## src/core/ext_ctrl_defines.svh

```systemverilog
`ifndef EXT_CTRL_DEFINES_SVH
`define EXT_CTRL_DEFINES_SVH

// ----------------------------------------
// Register byte offsets
// ----------------------------------------
`define ADDR_W           5
`define OFS_ASSIGN       5'h00
`define OFS_OUTSEL       5'h04
`define OFS_STATUS       5'h08
`define OFS_IRQ_STAT     5'h0C
`define OFS_IRQ_MASK     5'h10

// ----------------------------------------
// Field positions
// ----------------------------------------
`define ASSIGN_W         9
`define ACT_W            3
`define OUTSEL_W         4
`define SEL_W            2
`define OUTSEL_PASS_LSB  0
`define OUTSEL_FAIL_LSB  2
`define STAT_MEAS_BIT    0
`define STAT_LVL_LSB     1
`define STAT_IGN_BIT     4
`define STAT_PIN_LSB     5
`define IRQ_W            5
`define IRQ_START_BIT    0
`define IRQ_STOP_BIT     1
`define IRQ_ABORT_BIT    2
`define IRQ_SAVE_BIT     3
`define IRQ_EVENT_BIT    4

// ----------------------------------------
// Reset values
// ----------------------------------------
`define ASSIGN_RST       9'h088
`define OUTSEL_RST       4'h0
`define IRQ_MASK_RST     5'h00

// ----------------------------------------
// Timing
// ----------------------------------------
`define CLK_HZ           20000000
`define RESP_MS          30
`define RESP_CYCLES      ((`RESP_MS * `CLK_HZ + 999) / 1000)

`endif

```

## src/core/ext_ctrl_pkg.sv

```systemverilog
package ext_ctrl_pkg;

	// ----------------------------------------
	// Input actions
	// ----------------------------------------
	typedef enum logic [2:0] {
		ACT_START     = 3'b000,
		ACT_STOP      = 3'b001,
		ACT_LEVEL_RUN = 3'b010,
		ACT_ABORT     = 3'b011,
		ACT_SAVE      = 3'b100,
		ACT_EVENT     = 3'b101
	} action_t;

	// ----------------------------------------
	// Status output conditions
	// ----------------------------------------
	typedef enum logic [1:0] {
		COND_JUDGE     = 2'b00,
		COND_ERROR     = 2'b01,
		COND_BUSY      = 2'b10,
		COND_WAIT_TRIG = 2'b11
	} cond_sel_t;

	typedef enum logic {
		MEAS_IDLE = 1'b0,
		MEAS_RUN  = 1'b1
	} meas_state_t;

endpackage

```

## src/core/input_conditioner.sv

```systemverilog
`timescale 1ns/1ps
`default_nettype none

module input_conditioner import ext_ctrl_pkg::*; #(
	parameter int unsigned STABLE_CYCLES = 600000
) (
	// Clock and reset
	input  wire logic sys_clk_i,
	input  wire logic resetn_i,
	// Pin
	input  wire logic pin_i,
	// Conditioned level and edges
	output logic      level_o,
	output logic      fall_o,
	output logic      rise_o
);

	localparam int unsigned CW = $clog2(STABLE_CYCLES + 1);

	logic          sync_a;
	logic          sync_b;
	logic [CW-1:0] count;

	wire differs = (sync_b != level_o);
	wire settled = (count == CW'(STABLE_CYCLES - 1));

	always_ff @(posedge sys_clk_i or negedge resetn_i) begin
		if (!resetn_i) begin
			sync_a <= 1'b1;
			sync_b <= 1'b1;
		end else begin
			sync_a <= pin_i;
			sync_b <= sync_a;
		end
	end

	// Level taken only after a full stable interval
	always_ff @(posedge sys_clk_i or negedge resetn_i) begin
		if (!resetn_i) begin
			count   <= '0;
			level_o <= 1'b1;
			fall_o  <= 1'b0;
			rise_o  <= 1'b0;
		end else begin
			fall_o <= 1'b0;
			rise_o <= 1'b0;
			if (!differs) begin
				count <= '0;
			end else if (settled) begin
				count   <= '0;
				level_o <= sync_b;
				fall_o  <= ~sync_b;
				rise_o  <= sync_b;
			end else begin
				count <= count + CW'(1);
			end
		end
	end

endmodule

`default_nettype wire

```

## src/core/status_driver.sv

```systemverilog
`timescale 1ns/1ps
`default_nettype none

module status_driver import ext_ctrl_pkg::*; (
	// Clock and reset
	input  wire logic      sys_clk_i,
	input  wire logic      resetn_i,
	// Selection and conditions
	input  wire cond_sel_t sel_i,
	input  wire logic      judge_i,
	input  wire logic      error_i,
	input  wire logic      busy_i,
	input  wire logic      wait_trig_i,
	// Open-drain pin
	input  wire logic      pin_i,
	output logic           pin_o,
	output logic           pin_oe_o,
	output logic           pin_level_o
);

	logic pin_sync;

	wire active = (sel_i == COND_JUDGE) ? judge_i :
	              (sel_i == COND_ERROR) ? error_i :
	              (sel_i == COND_BUSY)  ? busy_i  : wait_trig_i;

	// Pulls low only while the condition holds
	always_ff @(posedge sys_clk_i or negedge resetn_i) begin
		if (!resetn_i) begin
			pin_o    <= 1'b0;
			pin_oe_o <= 1'b0;
		end else begin
			pin_o    <= 1'b0;
			pin_oe_o <= active;
		end
	end

	always_ff @(posedge sys_clk_i or negedge resetn_i) begin
		if (!resetn_i) begin
			pin_sync    <= 1'b1;
			pin_level_o <= 1'b1;
		end else begin
			pin_sync    <= pin_i;
			pin_level_o <= pin_sync;
		end
	end

endmodule

`default_nettype wire

```

## src/core/ext_control.sv

```systemverilog
// Behaviour
// - After reset input a starts, input b stops and input c runs on its level.
// - An input set to start begins a measurement when it is asserted.
// - An input set to stop ends the measurement and requests post-processing.
// - An input set to level run measures while low and stops when it goes high.
// - An input set to abort ends the measurement at once with no post-processing.
// - On abort the final sample may be left unrecorded.
// - An input set to save requests a save with the front-panel save settings.
// - An input set to event inserts an event mark each time it is asserted while a measurement runs.
// - Inputs are ignored during help, manual save, self-check and calibration.
// - The key lock does not gate the external inputs.
// - Each status output rests high and is pulled low only while its condition holds.
// - Each status output selects judgment, error, busy or waiting for trigger.

`timescale 1ns/1ps
`default_nettype none

`include "ext_ctrl_defines.svh"

module ext_control import ext_ctrl_pkg::*; #(
	parameter int unsigned STABLE_CYCLES = `RESP_CYCLES
) (
	// Clock and reset
	input  wire logic               sys_clk_i,
	input  wire logic               resetn_i,
	// Avalon-MM slave
	input  wire logic [`ADDR_W-1:0] avs_address_i,
	input  wire logic               avs_read_i,
	input  wire logic               avs_write_i,
	input  wire logic [31:0]        avs_writedata_i,
	input  wire logic [3:0]         avs_byteenable_i,
	output logic      [31:0]        avs_readdata_o,
	output logic                    avs_waitrequest_o,
	output logic                    irq_o,
	// External inputs
	input  wire logic               ext_input_a_i,
	input  wire logic               ext_input_b_i,
	input  wire logic               ext_input_c_i,
	// Status outputs
	input  wire logic               pass_status_output_i,
	output logic                    pass_status_output_o,
	output logic                    pass_status_output_oe_o,
	input  wire logic               fail_status_output_i,
	output logic                    fail_status_output_o,
	output logic                    fail_status_output_oe_o,
	// Instrument state
	input  wire logic               help_screen_i,
	input  wire logic               manual_save_win_i,
	input  wire logic               self_check_i,
	input  wire logic               touch_cal_i,
	input  wire logic               judge_pass_i,
	input  wire logic               judge_fail_i,
	input  wire logic               error_i,
	input  wire logic               busy_i,
	input  wire logic               wait_trig_i,
	// Measurement control
	output logic                    measuring_o,
	output logic                    meas_start_o,
	output logic                    meas_stop_o,
	output logic                    post_process_o,
	output logic                    meas_abort_o,
	output logic                    skip_last_sample_o,
	output logic                    save_request_o,
	output logic                    event_mark_o
);

	// ----------------------------------------
	// Functions
	// ----------------------------------------

	// Action vector: {event, save, abort, stop, start}
	function automatic logic [4:0] action_fire(
		input logic [`ACT_W-1:0] act,
		input logic              fall,
		input logic              rise
	);
		logic [4:0] f;
		f = 5'h00;
		unique case (act)
			ACT_START:     f[0] = fall;
			ACT_STOP:      f[1] = fall;
			ACT_LEVEL_RUN: begin
				f[0] = fall;
				f[1] = rise;
			end
			ACT_ABORT:     f[2] = fall;
			ACT_SAVE:      f[3] = fall;
			ACT_EVENT:     f[4] = fall;
			default:       f = 5'h00;
		endcase
		return f;
	endfunction

	function automatic logic [31:0] merge_be(
		input logic [31:0] old,
		input logic [31:0] wdata,
		input logic [3:0]  be
	);
		logic [31:0] m;
		m = old;
		for (int i = 0; i < 4; i++) begin
			if (be[i]) begin
				m[8*i +: 8] = wdata[8*i +: 8];
			end
		end
		return m;
	endfunction

	// ----------------------------------------
	// Registers
	// ----------------------------------------
	logic [`ASSIGN_W-1:0] assign_reg;
	logic [`OUTSEL_W-1:0] outsel;
	logic [`IRQ_W-1:0]    irq_stat;
	logic [`IRQ_W-1:0]    irq_mask;
	meas_state_t          state;
	meas_state_t          next_state;

	// ----------------------------------------
	// Input conditioning
	// ----------------------------------------
	wire [2:0] pins = {ext_input_c_i, ext_input_b_i, ext_input_a_i};
	wire [2:0] lvl;
	wire [2:0] fall;
	wire [2:0] rise;

	for (genvar k = 0; k < 3; k++) begin : g_in
		input_conditioner #(
			.STABLE_CYCLES (STABLE_CYCLES)
		) u_cond (
			.sys_clk_i (sys_clk_i),
			.resetn_i  (resetn_i),
			.pin_i     (pins[k]),
			.level_o   (lvl[k]),
			.fall_o    (fall[k]),
			.rise_o    (rise[k])
		);
	end

	// ----------------------------------------
	// Action decode
	// ----------------------------------------
	// Key lock has no say in this gating
	wire       ignore = help_screen_i | manual_save_win_i |
	                    self_check_i | touch_cal_i;
	wire [4:0] fire_a = action_fire(assign_reg[2:0], fall[0], rise[0]);
	wire [4:0] fire_b = action_fire(assign_reg[5:3], fall[1], rise[1]);
	wire [4:0] fire_c = action_fire(assign_reg[8:6], fall[2], rise[2]);
	wire [4:0] fire   = ignore ? 5'h00 : (fire_a | fire_b | fire_c);

	wire running   = (state == MEAS_RUN);
	wire do_abort  = running & fire[2];
	wire do_stop   = running & fire[1] & ~fire[2];
	wire do_start  = ~running & fire[0] & ~fire[1] & ~fire[2];
	wire do_save   = fire[3];
	wire do_event  = running & fire[4];

	wire [`IRQ_W-1:0] irq_ev = {do_event, do_save, do_abort, do_stop, do_start};

	// ----------------------------------------
	// Measurement state
	// ----------------------------------------
	always_comb begin
		next_state = state;
		unique case (state)
			MEAS_IDLE: begin
				if (do_start) begin
					next_state = MEAS_RUN;
				end
			end
			MEAS_RUN: begin
				if (do_abort || do_stop) begin
					next_state = MEAS_IDLE;
				end
			end
		endcase
	end

	always_ff @(posedge sys_clk_i or negedge resetn_i) begin
		if (!resetn_i) begin
			state <= MEAS_IDLE;
		end else begin
			state <= next_state;
		end
	end

	always_ff @(posedge sys_clk_i or negedge resetn_i) begin
		if (!resetn_i) begin
			measuring_o        <= 1'b0;
			meas_start_o       <= 1'b0;
			meas_stop_o        <= 1'b0;
			post_process_o     <= 1'b0;
			meas_abort_o       <= 1'b0;
			skip_last_sample_o <= 1'b0;
			save_request_o     <= 1'b0;
			event_mark_o       <= 1'b0;
		end else begin
			measuring_o        <= (next_state == MEAS_RUN);
			meas_start_o       <= do_start;
			meas_stop_o        <= do_stop;
			post_process_o     <= do_stop;
			meas_abort_o       <= do_abort;
			skip_last_sample_o <= do_abort;
			save_request_o     <= do_save;
			event_mark_o       <= do_event;
		end
	end

	// ----------------------------------------
	// Status outputs
	// ----------------------------------------
	wire pass_pin_lvl;
	wire fail_pin_lvl;

	status_driver u_pass (
		.sys_clk_i   (sys_clk_i),
		.resetn_i    (resetn_i),
		.sel_i       (cond_sel_t'(outsel[`OUTSEL_PASS_LSB +: `SEL_W])),
		.judge_i     (judge_pass_i),
		.error_i     (error_i),
		.busy_i      (busy_i),
		.wait_trig_i (wait_trig_i),
		.pin_i       (pass_status_output_i),
		.pin_o       (pass_status_output_o),
		.pin_oe_o    (pass_status_output_oe_o),
		.pin_level_o (pass_pin_lvl)
	);

	status_driver u_fail (
		.sys_clk_i   (sys_clk_i),
		.resetn_i    (resetn_i),
		.sel_i       (cond_sel_t'(outsel[`OUTSEL_FAIL_LSB +: `SEL_W])),
		.judge_i     (judge_fail_i),
		.error_i     (error_i),
		.busy_i      (busy_i),
		.wait_trig_i (wait_trig_i),
		.pin_i       (fail_status_output_i),
		.pin_o       (fail_status_output_o),
		.pin_oe_o    (fail_status_output_oe_o),
		.pin_level_o (fail_pin_lvl)
	);

	// ----------------------------------------
	// Bus decode
	// ----------------------------------------
	wire accept   = (avs_read_i | avs_write_i) & avs_waitrequest_o;
	wire wr_en    = avs_write_i & ~avs_waitrequest_o;
	wire hit_asg  = (avs_address_i == `OFS_ASSIGN);
	wire hit_osel = (avs_address_i == `OFS_OUTSEL);
	wire hit_stat = (avs_address_i == `OFS_STATUS);
	wire hit_istat = (avs_address_i == `OFS_IRQ_STAT);
	wire hit_imask = (avs_address_i == `OFS_IRQ_MASK);

	wire [31:0] status_word = {25'h0000000, fail_pin_lvl, pass_pin_lvl,
	                           ignore, lvl, running};

	wire [31:0] rd_mux = hit_asg   ? {23'h000000, assign_reg} :
	                     hit_osel  ? {28'h0000000, outsel} :
	                     hit_stat  ? status_word :
	                     hit_istat ? {27'h0000000, irq_stat} :
	                     hit_imask ? {27'h0000000, irq_mask} : 32'h00000000;

	wire [31:0] wr_asg   = merge_be({23'h000000, assign_reg}, avs_writedata_i,
	                                avs_byteenable_i);
	wire [31:0] wr_osel  = merge_be({28'h0000000, outsel}, avs_writedata_i,
	                                avs_byteenable_i);
	wire [31:0] wr_imask = merge_be({27'h0000000, irq_mask}, avs_writedata_i,
	                                avs_byteenable_i);
	wire [`IRQ_W-1:0] irq_clr = (wr_en & hit_istat & avs_byteenable_i[0]) ?
	                            avs_writedata_i[`IRQ_W-1:0] : 5'h00;
	wire [`IRQ_W-1:0] next_irq_stat = (irq_stat & ~irq_clr) | irq_ev;

	// ----------------------------------------
	// Bus handshake
	// ----------------------------------------
	always_ff @(posedge sys_clk_i or negedge resetn_i) begin
		if (!resetn_i) begin
			avs_waitrequest_o <= 1'b1;
			avs_readdata_o    <= 32'h00000000;
		end else begin
			avs_waitrequest_o <= ~accept;
			if (accept && avs_read_i) begin
				avs_readdata_o <= rd_mux;
			end
		end
	end

	// ----------------------------------------
	// Register writes
	// ----------------------------------------
	always_ff @(posedge sys_clk_i or negedge resetn_i) begin
		if (!resetn_i) begin
			assign_reg <= `ASSIGN_RST;
			outsel     <= `OUTSEL_RST;
			irq_mask   <= `IRQ_MASK_RST;
		end else if (wr_en) begin
			if (hit_asg) begin
				assign_reg <= wr_asg[`ASSIGN_W-1:0];
			end
			if (hit_osel) begin
				outsel <= wr_osel[`OUTSEL_W-1:0];
			end
			if (hit_imask) begin
				irq_mask <= wr_imask[`IRQ_W-1:0];
			end
		end
	end

	// ----------------------------------------
	// Interrupts
	// ----------------------------------------
	always_ff @(posedge sys_clk_i or negedge resetn_i) begin
		if (!resetn_i) begin
			irq_stat <= 5'h00;
			irq_o    <= 1'b0;
		end else begin
			irq_stat <= next_irq_stat;
			irq_o    <= |(next_irq_stat & irq_mask);
		end
	end

endmodule

`default_nettype wire

```

## config.mk

```make
export PLATFORM = sky130hd
export DESIGN_NAME = ext_control
export DESIGN_NICKNAME = d
export VERILOG_FILES = /design/src/core/ext_ctrl_pkg.sv /design/src/core/input_conditioner.sv /design/src/core/status_driver.sv /design/src/core/ext_control.sv
export VERILOG_INCLUDE_DIRS = /design/src /design/src/core
export SDC_FILE = /design/constraint.sdc
export NUM_CORES = 1
export LEC_CHECK = 0
export BUFFER_PORTS_ARGS = -buffer_cell sky130_fd_sc_hd__buf_2
export CORE_MARGIN = 5
export CORE_UTILIZATION = 58
export CTS_BUF_LIST = sky130_fd_sc_hd__clkbuf_4
export CTS_CLUSTER_SIZE = 24
export DETAILED_ROUTE_END_ITERATION = 8
export GPL_TIMING_DRIVEN = 0
export PLACE_DENSITY = 0.83
export SLEW_MARGIN = 5
export SYNTH_ARGS = -nofsm -noshare
export SYNTH_HDL_FRONTEND = slang
export SYNTH_SLANG_ARGS = --single-unit
```

## constraint.sdc

```tcl
create_clock -name sys_clk_i -period 2.3 [get_ports sys_clk_i]
set_clock_uncertainty 0.1 [all_clocks]
set_input_delay 0.23 -clock sys_clk_i [delete_from_list [all_inputs] [get_ports sys_clk_i]]
set_output_delay 0.23 -clock sys_clk_i [all_outputs]
set_load 0.01 [all_outputs]
```

==> impl_metrics.csv <==
group,metric,value,unit
outcome,status,"completed",
cts,cts_inserted_buffers,17,
route,drt_iter0_drc,216,
route,drc,0,
floorplanning,die_y,110,microns
placed_design,port_buffers,53,
cts,clkLatencyLatePin,0.50,ns
power,peakVddDrop,0.282,mV
route,first_pass_iters,5,
finish,seq_area,3050,sq um
setup_path,worstSetupEndpointType,"flop",
setup_path,crit_start,"manual_save_win_i",
grt,grt_pass1_wl,20.7,mm
power,leakagePower,0.00313,uW
hold_path,worstHoldPathType,"input pin to flop",
placed_design,placed_cell_area,6380,sq um
floorplanning,io_pins,105,
route,routed_wl,12.6,mm
placed_design,gp_congestion,0.865,
floorplanning,core,9770,sq um
setup_path,worst_setup_path_start_kind,"input pin",
finish,final_core_util,0.713,
finish,final_cells,815,
synth,synthArstFlopShare,1.00,
finish,largest_reg_flops,60,
floorplanning,die_area,12100,sq um
floorplanning,die_w,110,microns
grt,grt_start_max_net_pins,100,
finish,fillCellCount,706,
route,wl_per_cell,15.5,microns
floorplanning,rows,36,
synth,yosysUniqueCellTypes,55,
finish,final_area,6970,sq um
placed_design,place_ws,0.0948,ns
placed_design,place_inst,751,
setup_path,crit_type,"input pin to flop",
hold_path,hp-start,"avs_address_i[2]",
sta,slew_viol_final,0,
setup_path,crit_arrival,2.53,ns
synth,synth_area,5820,sq um
sta,hold_violations,0,
synth,ys_ff_latch,121,
sta,final-setup-viol-count,0,
cts,cts_num_sinks,121,
setup_path,timing.rr.start,"g_in[2].u_cond.count[2]",
finish,fin_nets,733,
cts,root_buffer,"clkbuf_4",
route,vias,4401,
setup_path,cp.required,2.64,ns
setup_path,path_cells,"dlygate4sd3_1 > buf_2 > or4_1 > a311oi_1 > dlygate4sd3_1",
floorplanning,start_util,0.596,
sta,post-route-min-period,2.19,ns
sta,tightest_slew,0.821,ns
cts,cts_htree_levels,4,
cts,cts_tree,"yes",
finish,layout-drive-gt1-share,0.244,
synth,yosysSeqAreaShare,0.523,
finish,multi_input_area,2580,sq um
grt,grt_overflow,0,
grt,grt_use_total,0.221,
synth,syn_inst,540,
placed_design,dp_hpwl,8.38,mm
setup_path,worstPathMaxFanout,2,
sta,fin_ws,0.107,ns
synth,synth_flop_cell,"dfrtp_1",
grt,antenna_found_initial,1,
setup_path,cp_common_cell,"dlygate4sd3_1",
route,viasPerCell,5.40,
setup_path,cp_slowest_stage_delay,0.61,ns
sta,period_share,0.954,
cts,path_clk_slew,0.10,ns
power,p_per_area,570,nW/um^2
grt,grt_pass1_vias,4327,
route,ant_nets,0,
sta,holdWs,0.0787,ns
setup_path,slowest_stage,"dlygate4sd3_1",
finish,area_delta_synth_final,19.7,%
cts,clock_path_buffers,2,
synth,yosys_warnings,0,
sta,slew_headroom,0.451,
synth,synth_edf_count,0,
sta,max_freq,456,MHz
sta,rsz0062_at_grt,"no",
run,maxCapViolations,0,
synth,synth_area_per_cell,10.8,sq um
[cell usage after synthesis (3+ instances only)]
library cell / n / share of area
inv_1: 13 / 0.0084
o21ai_0: 14 / 0.012
buf_2: 6 / 0.0052
mux2_4: 8 / 0.021
mux2i_1: 4 / 0.0069
buf_4: 27 / 0.035
nor4bb_1: 6 / 0.010
and3_1: 10 / 0.011
and4_1: 4 / 0.0060
nand4_1: 12 / 0.013
nor3_1: 17 / 0.015
a31oi_1: 3 / 0.0032
dfstp_2: 16 / 0.072
and2_1: 3 / 0.0032
nor2_1: 76 / 0.049
nor4_1: 7 / 0.0075
nor3b_1: 9 / 0.012
nand2_1: 40 / 0.026
and4b_1: 3 / 0.0052
a21oi_1: 4 / 0.0034
nand3_1: 23 / 0.020
xor2_1: 20 / 0.030
a221oi_1: 4 / 0.0060
nor4b_1: 4 / 0.0060
nand4b_1: 11 / 0.017
dfrtp_1: 105 / 0.45
xnor2_1: 36 / 0.054
mux2_2: 15 / 0.029
ha_1: 3 / 0.0064
[power breakdown]
group | total [uW] | internal (uW) | switching, uW | leakage, uW
clock network | 1350 | 606 | 740 | 0.000131
logic | 355 | 177 | 178 | 0.00139
registers | 2280 | 2200 | 76.5 | 0.00161
total | 3980 | 2980 | 994 | 0.00313
[repair_timing]
action,in CTS,in global routing
hold buffers,31,0
setup buffers,0,3
endpoints found under the hold margin,142,0
resized for setup,0,4
endpoints found under the setup margin,0,21
[cell type report]
type,count,area share
antenna,1,0.000359
clock inverter,12,0.0160
sequential,121,0.437
timing repair buffer,88,0.0906
buffer,37,0.0366
inverter,13,0.00700
multi-input combinational,393,0.370
tap,133,0.0239
clock buffer,17,0.0183
[critical path, delay by kind of cell]
kind,cells,cell delay (ns)
AOI/OAI and AO/OA,1,0.41
buffers and inverters,3,1.30
and+or+nand+nor,1,0.59
[through the flow]
stage	power, uW	setup TNS, ns
finish	3980	0
global route	4160	0
CTS	4000	0
detailed placement	2610	0
global placement	2590	-51.35
floorplan	2470	0
[worst paths after layout]
check	end	slack, ns	depth (start not counted)
worst max register to register	g_in[2].u_cond.count[10]	0.20	6
worst min register to register	u_fail.pin_level_o	0.26	0
max in group asynchronous	g_in[1].u_cond.count[7]	0.38	4
worst min-delay path	avs_readdata_o[8]	0.08	4
worst max-delay path	event_mark_o	0.11	5
min in group asynchronous	g_in[1].u_cond.count[15]	0.58	3
[layer usage]
metal,global-route usage,vias to the layer above,part of all wire
met4,0.0792,0,0.014
met2,0.360,135,0.51
met5,0,-,0
met1,0.289,2138,0.41
met3,0.0571,14,0.061
li1,-,2114,-
[logic make-up after synthesis]
group,share of synthesized area
and+or+nand+nor,0.223
buffers and inverters,0.0522
muxes,0.0662
DFF,0.523
adders and majority gates,0.00645
xor gates and xnor gates,0.0842
AOI/OAI and AO/OA,0.0434
other,0.000644
[cells in the final DEF, fill, tap and decap left out, drive strengths merged, types with 11 or more instances in the layout]
cell type and instances:
clkbuf 19, mux2 24, dfrtp 105, nand4 12, o21ai 14, xor2 20, inv 13, dfstp 16
nand2 41, nand4b 11, buf 92, nor3 17, conb 25, xnor2 36, nor2 77, dlygate4sd3 31
nand3 23
Note: power is estimated with default switching activity, not from simulation.
